$ cat src/rtl/mrs_pkg.sv
// Contract
// - three reset causes only: pin, software request, watchdog underflow; all restart at vector.
// - reset pin sampled low with supply in range enters hardware reset.
// - pin low forces pins and oscillators to initial state and starts main clock.
// - cpu and registers released on pin rising edge, then fetch from vector; code raises core_resetn 5 clocks after the edge, one clock after start_fetch.
// - hardware reset leaves internal ram contents unchanged.
// - ram write caught by reset may hold an undefined value.
// - while pin low every port pin is a high-impedance input.
// - pull-up state undefined until internal voltage has settled.
// - writing 1 to software reset request bit resets cpu, registers, pins; code keeps the vector register across it.
// - watchdog underflow with watchdog reset select at 1 resets cpu, registers, pins; code keeps the vector register across it.
// - start address is vector upper 30 bits with low two bits 00b.
// - in microprocessor mode vector low two bits select external bus width.
package mrs_pkg;
	// ==========================================
	// register map
	localparam logic [11:0] mrs_reg_proc_mode = 12'h000;
	localparam logic [11:0] mrs_reg_clk_ctrl  = 12'h004;
	localparam logic [11:0] mrs_reg_status    = 12'h008;
	localparam logic [11:0] mrs_reg_vector    = 12'h00C;
	localparam logic [11:0] mrs_reg_start     = 12'h010;
	// ==========================================
	// field positions
	localparam int mrs_bit_sw_req     = 3;
	localparam int mrs_bit_micro_mode = 0;
	localparam int mrs_bit_wdt_sel    = 6;
	localparam int mrs_bit_cause_pin  = 0;
	localparam int mrs_bit_cause_sw   = 1;
	localparam int mrs_bit_cause_wdt  = 2;
	localparam int mrs_bit_running    = 3;
	// ==========================================
	// timing and reset values
	localparam int mrs_min_osc_cycles   = 20;
	localparam int mrs_release_cycles   = 2;
	localparam logic [4:0] mrs_cnt_max  = 5'h1F;
	localparam logic [31:0] mrs_vector_reset = 32'h0000_0000;
	localparam logic [1:0] mrs_align_zero = 2'h0;
	localparam int mrs_port_width = 8;

	typedef enum logic [1:0] {
		mrs_st_hold    = 2'b00,
		mrs_st_release = 2'b01,
		mrs_st_run     = 2'b10
	} mrs_state_type;
endpackage : mrs_pkg

$ cat src/rtl/mrs_reset_seq.sv
`timescale 1ns/1ps
`default_nettype none
module mrs_reset_seq
	import mrs_pkg::*;
(
	input  wire logic                      pclk,
	input  wire logic                      presetn,
	input  wire logic                      psel,
	input  wire logic                      penable,
	input  wire logic                      pwrite,
	input  wire logic [11:0]               paddr,
	input  wire logic [31:0]               pwdata,
	output logic      [31:0]               prdata,
	output logic                           pready,
	output logic                           pslverr,
	input  wire logic                      wdt_underflow,
	input  wire logic [mrs_port_width-1:0] port_out_func,
	input  wire logic [mrs_port_width-1:0] port_oe_func,
	output logic      [mrs_port_width-1:0] port_out,
	output logic      [mrs_port_width-1:0] port_oe,
	output logic                           core_resetn,
	output logic                           osc_init,
	output logic                           main_osc_enable,
	output logic                           ram_write_block,
	output logic      [31:0]               start_address,
	output logic      [1:0]                ext_bus_width,
	output logic                           start_fetch
);
	// ==========================================
	// pin reset synchroniser
	logic sync_a;
	logic sync_b;
	always_ff @(posedge pclk or negedge presetn) begin
		if (!presetn) begin
			sync_a <= 1'b0;
			sync_b <= 1'b0;
		end else begin
			sync_a <= 1'b1;
			sync_b <= sync_a;
		end
	end

	// ==========================================
	// sequencer state
	mrs_state_type state;
	mrs_state_type next_state;
	logic [4:0]  cnt;
	logic [4:0]  next_cnt;
	logic [3:0]  cause;
	logic [3:0]  next_cause;
	logic        micro_mode;
	logic        next_micro_mode;
	logic        wdt_sel;
	logic        next_wdt_sel;
	logic [31:0] vector;
	logic [31:0] next_vector;
	logic [31:0] next_prdata;
	logic        soft_req;
	logic        wdt_req;
	logic        wr_en;
	logic        rd_en;

	function automatic logic addr_hit(input logic [11:0] a);
		addr_hit = (a == mrs_reg_proc_mode) || (a == mrs_reg_clk_ctrl) || (a == mrs_reg_status)
			|| (a == mrs_reg_vector) || (a == mrs_reg_start);
	endfunction : addr_hit

	assign wr_en    = psel && penable && pwrite;
	// read data is loaded in the setup cycle so it stands through the access phase
	assign rd_en    = psel && !penable && !pwrite;
	assign pready   = 1'b1;
	assign pslverr  = psel && penable && !addr_hit(paddr);
	assign soft_req = wr_en && (paddr == mrs_reg_proc_mode) && pwdata[mrs_bit_sw_req];
	assign wdt_req  = wdt_underflow && wdt_sel;

	always_comb begin
		next_state      = state;
		next_cnt        = cnt;
		next_cause      = cause;
		next_micro_mode = micro_mode;
		next_wdt_sel    = wdt_sel;
		next_vector     = vector;
		next_prdata     = prdata;
		unique case (state)
			mrs_st_hold: begin
				next_cnt = cnt + 5'h01;
				if (int'(cnt) >= mrs_release_cycles - 1) begin
					next_state = mrs_st_release;
				end
			end
			mrs_st_release: begin
				next_state = mrs_st_run;
				next_cause[mrs_bit_running] = 1'b1;
			end
			mrs_st_run: begin
				if (wr_en && (paddr == mrs_reg_proc_mode)) begin
					next_micro_mode = pwdata[mrs_bit_micro_mode];
				end
				if (wr_en && (paddr == mrs_reg_clk_ctrl)) begin
					next_wdt_sel = pwdata[mrs_bit_wdt_sel];
				end
				if (wr_en && (paddr == mrs_reg_vector)) begin
					next_vector = pwdata;
				end
				if (soft_req || wdt_req) begin
					next_state = mrs_st_hold;
					next_cnt   = 5'h00;
					next_cause = 4'h0;
					next_cause[mrs_bit_cause_sw]  = soft_req;
					next_cause[mrs_bit_cause_wdt] = wdt_req && !soft_req;
					next_wdt_sel    = 1'b0;
					next_micro_mode = 1'b0;
				end
			end
			default: begin
				next_state = mrs_st_hold;
			end
		endcase
		if (rd_en) begin
			unique case (paddr)
				mrs_reg_proc_mode: next_prdata = {31'h0, micro_mode};
				mrs_reg_clk_ctrl:  next_prdata = {25'h0, wdt_sel, 6'h00};
				mrs_reg_status:    next_prdata = {28'h0, cause};
				mrs_reg_vector:    next_prdata = vector;
				mrs_reg_start:     next_prdata = {vector[31:2], mrs_align_zero};
				default:           next_prdata = 32'h0000_0000;
			endcase
		end
	end

	always_ff @(posedge pclk or negedge presetn) begin
		if (!presetn) begin
			state      <= mrs_st_hold;
			cnt        <= 5'h00;
			cause      <= 4'h1;
			micro_mode <= 1'b0;
			wdt_sel    <= 1'b0;
			vector     <= mrs_vector_reset;
			prdata     <= 32'h0000_0000;
		end else if (!sync_b) begin
			state      <= mrs_st_hold;
			cnt        <= 5'h00;
			cause      <= 4'h1;
			micro_mode <= 1'b0;
			wdt_sel    <= 1'b0;
			prdata     <= 32'h0000_0000;
		end else begin
			state      <= next_state;
			cnt        <= next_cnt;
			cause      <= next_cause;
			micro_mode <= next_micro_mode;
			wdt_sel    <= next_wdt_sel;
			vector     <= next_vector;
			prdata     <= next_prdata;
		end
	end

	// ==========================================
	// outputs
	logic in_reset;
	assign in_reset        = (state != mrs_st_run);
	assign core_resetn     = !in_reset;
	assign osc_init        = !sync_b;
	assign main_osc_enable = 1'b1;
	assign ram_write_block = in_reset;
	assign port_out        = in_reset ? {mrs_port_width{1'b0}} : port_out_func;
	assign port_oe         = in_reset ? {mrs_port_width{1'b0}} : port_oe_func;
	assign start_address   = {vector[31:2], mrs_align_zero};
	assign ext_bus_width   = micro_mode ? vector[1:0] : mrs_align_zero;
	assign start_fetch     = (state == mrs_st_release);

	// ==========================================
	// checks
	chk_soft_reset: assert property (@(posedge pclk) disable iff (!presetn)
		(sync_b && state == mrs_st_run && soft_req) |=> (!core_resetn && cause[mrs_bit_cause_sw]))
		else $error("software request did not reset");
	chk_wdt_reset: assert property (@(posedge pclk) disable iff (!presetn)
		(sync_b && state == mrs_st_run && wdt_underflow && wdt_sel) |=> !core_resetn)
		else $error("watchdog reset missed");
	chk_wdt_ignore: assert property (@(posedge pclk) disable iff (!presetn)
		(sync_b && state == mrs_st_run && wdt_underflow && !wdt_sel && !soft_req) |=> core_resetn)
		else $error("watchdog reset without select");
	chk_ports_hiz: assert property (@(posedge pclk) disable iff (!presetn)
		!core_resetn |-> (port_oe == '0))
		else $error("port driven during reset");
	chk_align_start: assert property (@(posedge pclk) disable iff (!presetn)
		start_address[1:0] == 2'b00 && start_address[31:2] == vector[31:2])
		else $error("start address misaligned");
	chk_release_seq: assert property (@(posedge pclk) disable iff (!presetn)
		$rose(sync_b) |=> ##1 start_fetch ##1 core_resetn)
		else $error("release sequence wrong");
	chk_fetch_once: assert property (@(posedge pclk) disable iff (!presetn)
		start_fetch |=> !start_fetch)
		else $error("fetch strobe too long");
	chk_bus_width: assert property (@(posedge pclk) disable iff (!presetn)
		!micro_mode |-> ext_bus_width == 2'b00)
		else $error("bus width in single chip");
	chk_ram_guard: assert property (@(posedge pclk) disable iff (!presetn)
		!core_resetn |-> ram_write_block)
		else $error("ram writable in reset");
	chk_pin_hold: assert property (@(posedge pclk) disable iff (!presetn)
		!sync_b |=> !core_resetn)
		else $error("pin low did not hold reset");
	chk_osc_running: assert property (@(posedge pclk) disable iff (!presetn)
		main_osc_enable)
		else $error("main oscillator stopped");
	chk_osc_init: assert property (@(posedge pclk) disable iff (!presetn)
		!sync_b |-> osc_init)
		else $error("oscillator not initialised");
	chk_port_out_low: assert property (@(posedge pclk) disable iff (!presetn)
		!core_resetn |-> (port_out == '0))
		else $error("port output not initial in reset");
	chk_cause_single: assert property (@(posedge pclk) disable iff (!presetn)
		$onehot0(cause[mrs_bit_cause_wdt:mrs_bit_cause_pin]))
		else $error("more than one reset cause");
	chk_wdt_cause: assert property (@(posedge pclk) disable iff (!presetn)
		(sync_b && state == mrs_st_run && wdt_req && !soft_req) |=> cause[mrs_bit_cause_wdt])
		else $error("watchdog cause not recorded");
	chk_bus_micro: assert property (@(posedge pclk) disable iff (!presetn)
		micro_mode |-> (ext_bus_width == vector[1:0]))
		else $error("bus width not from vector");
	chk_vector_kept: assert property (@(posedge pclk) disable iff (!presetn)
		(sync_b && state == mrs_st_run && soft_req) |=> $stable(vector))
		else $error("vector lost on software reset");
	chk_ram_free: assert property (@(posedge pclk) disable iff (!presetn)
		core_resetn |-> !ram_write_block)
		else $error("ram blocked while running");
	chk_hold_count: assert property (@(posedge pclk) disable iff (!presetn)
		(sync_b && state == mrs_st_hold) |-> (int'(cnt) < mrs_release_cycles))
		else $error("hold count overran");
	chk_ports_pass: assert property (@(posedge pclk) disable iff (!presetn)
		core_resetn |-> (port_oe == port_oe_func))
		else $error("ports not released after reset");
endmodule : mrs_reset_seq
`default_nettype wire

$ cat config.mk
export PLATFORM = sky130hd
export DESIGN_NAME = mrs_reset_seq
export DESIGN_NICKNAME = d
export VERILOG_FILES = /design/src/rtl/mrs_pkg.sv /design/src/rtl/mrs_reset_seq.sv
export SDC_FILE = /design/constraint.sdc
export NUM_CORES = 1
export LEC_CHECK = 0
export BUFFER_PORTS_ARGS = -buffer_cell sky130_fd_sc_hd__buf_2
export CORE_UTILIZATION = 43
export CTS_CLUSTER_DIAMETER = 200
export DETAILED_ROUTE_END_ITERATION = 6
export GPL_ROUTABILITY_DRIVEN = 1
export PLACE_DENSITY = 0.72
export SYNTH_ARGS = -nofsm -noshare
export SYNTH_HDL_FRONTEND = slang
export SYNTH_SLANG_ARGS = --single-unit
$ cat constraint.sdc
create_clock -name pclk -period 2.7 [get_ports pclk]
set_input_delay 0.27 -clock pclk [delete_from_list [all_inputs] [get_ports pclk]]
set_output_delay 0.27 -clock pclk [all_outputs]
set_load 0.02 [all_outputs]
==> metrics.md, run 1 <==
| Metric | Value |
|---|---|
| Total of max-cap violations | 0 |
| Pwr Density | 553.9 mW/mm^2 |
| Slew @ Worst Pin | 0.9639 ns |
| Crit path kind | register to register |
| Final Hold Viols | 0 |
| Final worst-path cycle share | 75.35% |
| Sequential power share | 49.9% |
| Via density | ~5.2 |
| Synth Area per Inst | 12.45 um^2 |
| Largest net degree at the start of global routing | 80 |
| Unrepaired setup endpoints after global routing | no |
| Max-slew violation count | 0 |
| Min Tclk post-route | 2.034 ns |
| Worst-path clk slew | 0.09 ns |
| Register area share after synthesis | roughly 52% |
| Ports | 155 |
| Post-route insts no fill | 536 |
| Fin Setup TNS | 0 ns |
| Share of cells above drive strength 1 | 48.96% |
| Int Pwr | 1743 uW |
| Post-DP HPWL | 5878 um |
| Placed Cells incl. Taps | 520 |
| Sw frac | 31.31% |
| Hold-fix buffers, CTS | 0 |
| DIE WIDTH | just under 100 um |
| N_diodes | 0 |
| R2r startpoint | sync_b |
| Critical R2R Capture | vector[11] |
| # DRC | 0 |
| Mapped Area | 0.003810 mm^2 |
| R2R depth | 5 |
| Die height | ~96 um |
| Clock Skew | 0.01082 ns |
| Max Fclk | 491.5 MHz |
| Final core utilization | between 50 and 60% |
| Count of port buffers added during placement | 150 |
| Leakage Power | 0.002613 uW |
| DRT iter0 DRCs | 89 |
| Arr. time, crit path | between 2 and 2.5 ns |
| Post-synthesis async set-or-reset flop share | 100.0% |
| Design Area, Final | 0.004581 mm^2 |
| Most frequent cells in the layout | buf_2 (149), dfrtp_1 (78), mux2_4 (30), a22o_1 (27), and2_1 (20) |
| Final wirelength | 8148 um |
| Core area | approximately 0.0084 mm^2 |
| # rows | 33 |
| Worst-Skew Late Latency | 0.35 ns |
| Count of state elements after synthesis | 79 |
| Layout Nets | 494 |
| CP required | 2.93 ns |
| NetSw | 794.4 uW |
| Synth Instances | 306 |
| Post_cts resized | 0 |
| Max IR drop VDD | 0.3367 mV |
| Area Overhead vs Synth | 20.23% |
| Gpl congestion | 0.8333 |
| CTS tree | yes |
| Top-area cell type share of the netlist area | 51.23% |
| First-pass GRT wire length | 12,540 um |
| Commonest non-fill, non-tap cell in the layout | buf_2 |
| Unique masters post-synth | 46 |
| Top_reg_cell synth | dfrtp_1 |
| Final Power | 2537 uW |
| TritonRoute pass-1 iters | 4 |
| Die area | a little over 0.009 mm^2 |
| Final setup vio count | 0 |
| Vias in the first global route | 2,674 |
| Power share of the combinational group | 18.4% |
| Setup repair bufs after CTS | 0 |
| Outcome | finished, final reports clean |
| Slew Limit Headroom | 35.74% |
| Reg2reg setup slack | 0.67 ns |
| Yosys top cell by area | dfrtp_1 |
| Final antenna-violating net count | 0 |
| Yosys warns | 0 |
| Hold Path Class | primary input to async pin |
| Global-route usage over all layers | between 10% and 20% |
| CTS root buffer | clkbuf_8 |
| Total grt overflow | 0 |
| Synth area leaders | dfrtp_1 (51%), mux2_4 (12%), buf_4 (6.7%) |
| Clk pwr share | 31.7% |
| CTS H-Tree Depth | 3 |
| Clock sinks | 79 |
| Post-synth EDFFs | 0 |
| Worst Path Max Fanout | 16 |
| Vias | 2,783 |
| Critical path capture point type | register |
| Initial antenna violation count | 0 |
| Clk buf depth | 2 |
| Initial Util | 45.45% |
| Crit start category | register |
| CTS Buf Count | 9 |
| Drt wl/cell | ~15 um |
| Placed Area | 0.004398 mm^2 |
[critical path, stage by stage (launching register included)]
cell and delay [ns]:
dfrtp_1 0.62, inv_1 0.25, nor4_4 0.37, nand3b_4 0.10, buf_4 0.24, mux2_4 0.32
[final cells by class]
| class | instances | area (um^2) |
|---|---|---|
| Timing Repair Buffer | 155 | 790.8 |
| Inverter | 3 | 11.26 |
| Clock inverter | 7 | 58.81 |
| Clock buffer | 9 | 123.9 |
| Multi-Input combinational cell | 178 | 1486 |
| Sequential cell | 79 | 1978 |
| Tap cell | 105 | 131.4 |
| Fill cell | 732 | 3801 |
[sequential cells by signal, summed over array words and instances (netlist names)]
signal,count
cause,4
state,2
sync_b,1
vector,32
prdata,32
cnt,5
sync_a,1
micro_mode,1
wdt_sel,1
[cell usage after synthesis, types with 2 or more instances]
cell type,instances
nor4_1,2
conb_1,2
a21oi_1,3
o22ai_1,3
buf_4,34
nor3_1,7
nor2_1,10
a22o_1,27
buf_2,3
and2_1,20
inv_1,3
o21ai_0,6
nor2b_1,4
mux2_4,30
a22oi_1,2
mux2i_1,3
o31ai_1,2
nand3b_1,3
nor4_4,2
nand4_1,3
mux2_2,3
clkbuf_1,7
nor3b_1,2
nand3_1,4
dfrtp_1,78
nand2_1,16
ha_1,2
a221o_1,3
buf_6,5
[power by group through the flow]
stage	combinational, uW	clock, uW	sequential [uW]
floorplan	332	0	1270
global placement	461	0	1290
detailed placement	471	0	1290
CTS	474	829	1270
global route	519	885	1270
finish	467	805	1270
[metal layers]
metal	GRT usage (%)	vias to the layer above	routed length, um
met4	6.592	0	127
met1	21.83	1348	3571
met5	0	-	0
li1	-	1300	-
met3	4.581	12	621
met2	29.96	123	3828
[worst max path at each step]
stage	to	slack, ns	cells past startpoint	startpoint
floorplan	vector[10]	0.95	7	state[0]
global placement	vector[23]	0.72	5	sync_b
detailed placement	vector[9]	0.69	5	sync_b
CTS	port_out[1]	0.64	4	state[0]
global route	port_out[3]	0.52	4	state[0]
finish	vector[11]	0.67	5	sync_b
[metrics by stage]
stage / setup WS [ns] / hold slack [ns]
floorplan: 0.9490 / -0.02559
global placement: 0.7165 / 0.3316
detailed placement: 0.6859 / 0.3365
CTS: 0.6394 / 0.1079
global route: 0.5195 / 0.1263
finish: 0.6656 / 0.05800
[cells by family (layout without fill, tap and decap cells)]
group / after synthesis / count (layout) / synth area share, %
DFF: 79 / 79 / 51.92
other: 2 / 5 / 0.1971
adders and majority gates: 2 / 2 / 0.6567
AOI/OAI and AO/OA: 54 / 54 / 11.17
and+or+nand+nor: 81 / 81 / 13.01
muxes: 36 / 36 / 13.50
buffers and inverters: 52 / 174 / 9.556
(Power assumes the default switching activity.)
==> run 2: changes to the inputs <==
--- a/config.mk
+++ b/config.mk
@@ -10,7 +10,7 @@
 export CTS_CLUSTER_DIAMETER = 200
 export DETAILED_ROUTE_END_ITERATION = 6
 export GPL_ROUTABILITY_DRIVEN = 1
-export PLACE_DENSITY = 0.72
+export PLACE_DENSITY = 0.75
 export SYNTH_ARGS = -nofsm -noshare
 export SYNTH_HDL_FRONTEND = slang
 export SYNTH_SLANG_ARGS = --single-unit
==> constraint.sdc (replaced) <==
create_clock -name pclk -period 1.8 [get_ports pclk]
set_input_delay 0.18 -clock pclk [delete_from_list [all_inputs] [get_ports pclk]]
set_output_delay 0.18 -clock pclk [all_outputs]
set_load 0.02 [all_outputs]
==> run 2 against run 1 <==
Against the previous run: setup slack worse by 0.56 ns; highest routed layer unchanged; flip-flop and latch count is the same; wire length grew 5.8%; critical path depth is 1 higher; largest power group unchanged; utilization grew 2.2 points.
==> metrics.md, run 2 (synthesis gave the netlist of run 1 again) <==
| Metric | Value |
|---|---|
| Outcome | finished, final reports clean (unchanged) |
| Worst-Skew Late Latency | 0.34 ns (was 0.35 ns) |
| Clock sinks | 79 (unchanged) |
| Crit path kind | register to primary output (was register to register) |
| Gpl congestion | 0.7902 (was 0.8333) |
| Fin Setup TNS | 0 ns (unchanged) |
| Count of port buffers added during placement | 150 (unchanged) |
| Int Pwr | 2856 uW (was 1743 uW) |
| Crit path launch | state[0] (was sync_b) |
| Die height | 96.13 um (unchanged) |
| Core area | 0.008382 mm^2 (unchanged) |
| Unrepaired setup endpoints after global routing | no (unchanged) |
| FF/Latch Area | 0.001979 mm^2 (was 0.001978 mm^2) |
| TritonRoute pass-1 iters | 4 (unchanged) |
| Sequential power share | 46.1% (was 49.9%) |
| Design Area, Final | 0.004762 mm^2 (was 0.004581 mm^2) |
| Initial Util | 45.45% (unchanged) |
| DIE WIDTH | 96.13 um (unchanged) |
| CTS root buffer | clkbuf_8 (unchanged) |
| Layout Nets | 506 (was 494) |
| Pwr Density | 855.1 mW/mm^2 (was 553.9 mW/mm^2) |
| Clk pwr share | 33.1% (was 31.7%) |
| CTS Buf Count | 9 (unchanged) |
| Final worst-path cycle share | 94.35% |
| Max Fclk | between 500 and 600 MHz |
| CTS tree | yes (unchanged) |
| Total grt overflow | 0 (unchanged) |
| Power share of the combinational group | 20.7% (was 18.4%) |
| R2R depth | 5 (unchanged) |
| First-pass GRT wire length | 13,370 um (was 12,540 um) |
| CP required | 1.62 ns (was 2.93 ns) |
| # rows | 33 (unchanged) |
| CTS H-Tree Depth | 3 (unchanged) |
| Critical path capture point type | primary output (was register) |
| DRT iter0 DRCs | 98 (was 89) |
| Hold Path Class | primary input to register (was primary input to async pin) |
| Share of cells above drive strength 1 | 50.56% (was 48.96%) |
| Commonest non-fill, non-tap cell in the layout | buf_2 (unchanged) |
| Clk buf depth | 2 (unchanged) |
| R2r startpoint | state[0] (was sync_b) |
| Total of max-cap violations | 0 (unchanged) |
| # DRC | 0 (unchanged) |
| Initial antenna violation count | 0 (unchanged) |
| Most frequent cells in the layout | buf_2 (144), dfrtp_1 (77), mux2_4 (30), a22o_1 (27), and2_1 (20) (was buf_2 (149), dfrtp_1 (78), mux2_4 (30), a22o_1 (27), and2_1 (20)) |
| Drt wl/cell | 15.73 um (was 15.20 um) |
| Final Power | 4072 uW (was 2537 uW) |
| Largest net degree at the start of global routing | 39 (was 80) |
| Leakage Power | 0.002689 uW (was 0.002613 uW) |
| Crit start category | register (unchanged) |
| Worst-path clk slew | 0.09 ns (about the same) |
| Final core utilization | 56.81% (was 54.65%) |
| Fillers | 719 (was 732) |
| Max-slew violation count | 0 (unchanged) |
| Post-DP HPWL | 6346 um (was 5878 um) |
| Via density | 5.226 (was 5.192) |
| Clock Skew | 0.01141 ns (was 0.01082 ns) |
| Final setup vio count | 0 (unchanged) |
| N_diodes | 0 (unchanged) |
| Critical R2R Capture | vector[12] (was vector[11]) |
| Max IR drop VDD | 0.4729 mV (was 0.3367 mV) |
| Reg2reg setup slack | 0.12 ns (was 0.67 ns) |
| Final wirelength | 8619 um (was 8148 um) |
| Sw frac | 29.86% (was 31.31%) |
| Vias | 2,864 (was 2,783) |
| Min Tclk post-route | 1.698 ns |
| Worst Path Max Fanout | 17 (was 16) |
| Largest regs | prdata: 32 flops, vector: 32 flops, cnt: 5 flops (unchanged) |
| Final Hold Viols | 0 (unchanged) |
| Vias in the first global route | 2,736 (was 2,674) |
| Placed Area | 0.004511 mm^2 (was 0.004398 mm^2) |
| Area Overhead vs Synth | 24.99% (was 20.23%) |
| NetSw | 1216 uW (was 794.4 uW) |
| Arr. time, crit path | 1.52 ns (was 2.26 ns) |
| Final antenna-violating net count | 0 (unchanged) |
| Die area | 0.009241 mm^2 (unchanged) |
| Global-route usage over all layers | 19.17% (was 17.78%) |
| Ports | 155 (unchanged) |
| Multi-input logic area | 0.001486 mm^2 (unchanged) |
| Crit path to | port_out[0] (was vector[11]) |
==> run 2: per-layer routing <==
layer | GRT usage (%) | share of wire (%)
met5 | 0 | 0
met4 | 7.587 | 1.5
met3 | 4.186 | 6.9
met2 | 32.39 | 49
met1 | 23.75 | 43
==> run 2: power by group through the flow <==
stage                     Combinational [uW]  Clock (uW)  Sequential (uW)
after floorplan                          498           0             1900
after global placement                   777           0             1910
after detailed placement                 796           0             1910
after CTS                                816        1390             1880
after global routing                     928        1470             1890
final                                    844        1350             1880
==> run 2: critical path, cell delays in order (launching register included) <==
cell and delay, ns:
dfrtp_1 0.39, nand2b_4 0.17, buf_6 0.13, inv_4 0.07, buf_8 0.13, and2_1 0.13, buf_2 0.16
==> run 2: worst min-delay path by stage <==
stage	start	end	slack, ns	depth (start not counted)
after floorplan	presetn	cause[1]	-0.12	0
final	pwdata[28]	vector[28]	0.06	2
after CTS	pwdata[28]	vector[28]	0.04	2
after detailed placement	presetn	vector[13]	0.18	1
after global placement	presetn	prdata[14]	0.18	1
after global routing	pwdata[28]	vector[28]	0.04	2
==> run 2: what timing repair did <==
action                                  in CTS  in global routing
endpoints found under the hold margin       36                  0
gates resized for setup                      4                  7
endpoints found under the setup margin      16                 16
setup buffers                                0                  1
hold buffers                                 1                  0
==> run 2: layout make-up <==
class                   count  share of cell area (%)
multi-input cells         178                   31.21
clock buffers               9                   2.601
well taps                 105                   2.759
repair buffers            167                   19.84
flip-flops and latches     79                   41.57
clock inverters             7                   1.734
inverters                   3                  0.2890
==> run 2: through the flow <==
step                hold slack (ns)  setup WS [ns]  instances
global placement             0.1755         0.1266        530
floorplan                   -0.1156        0.04904        309
detailed placement           0.1799        0.08026        530
global route                0.03634        0.01434        548
CTS                         0.03524      0.0009788        547
finish                      0.05652         0.1018        548
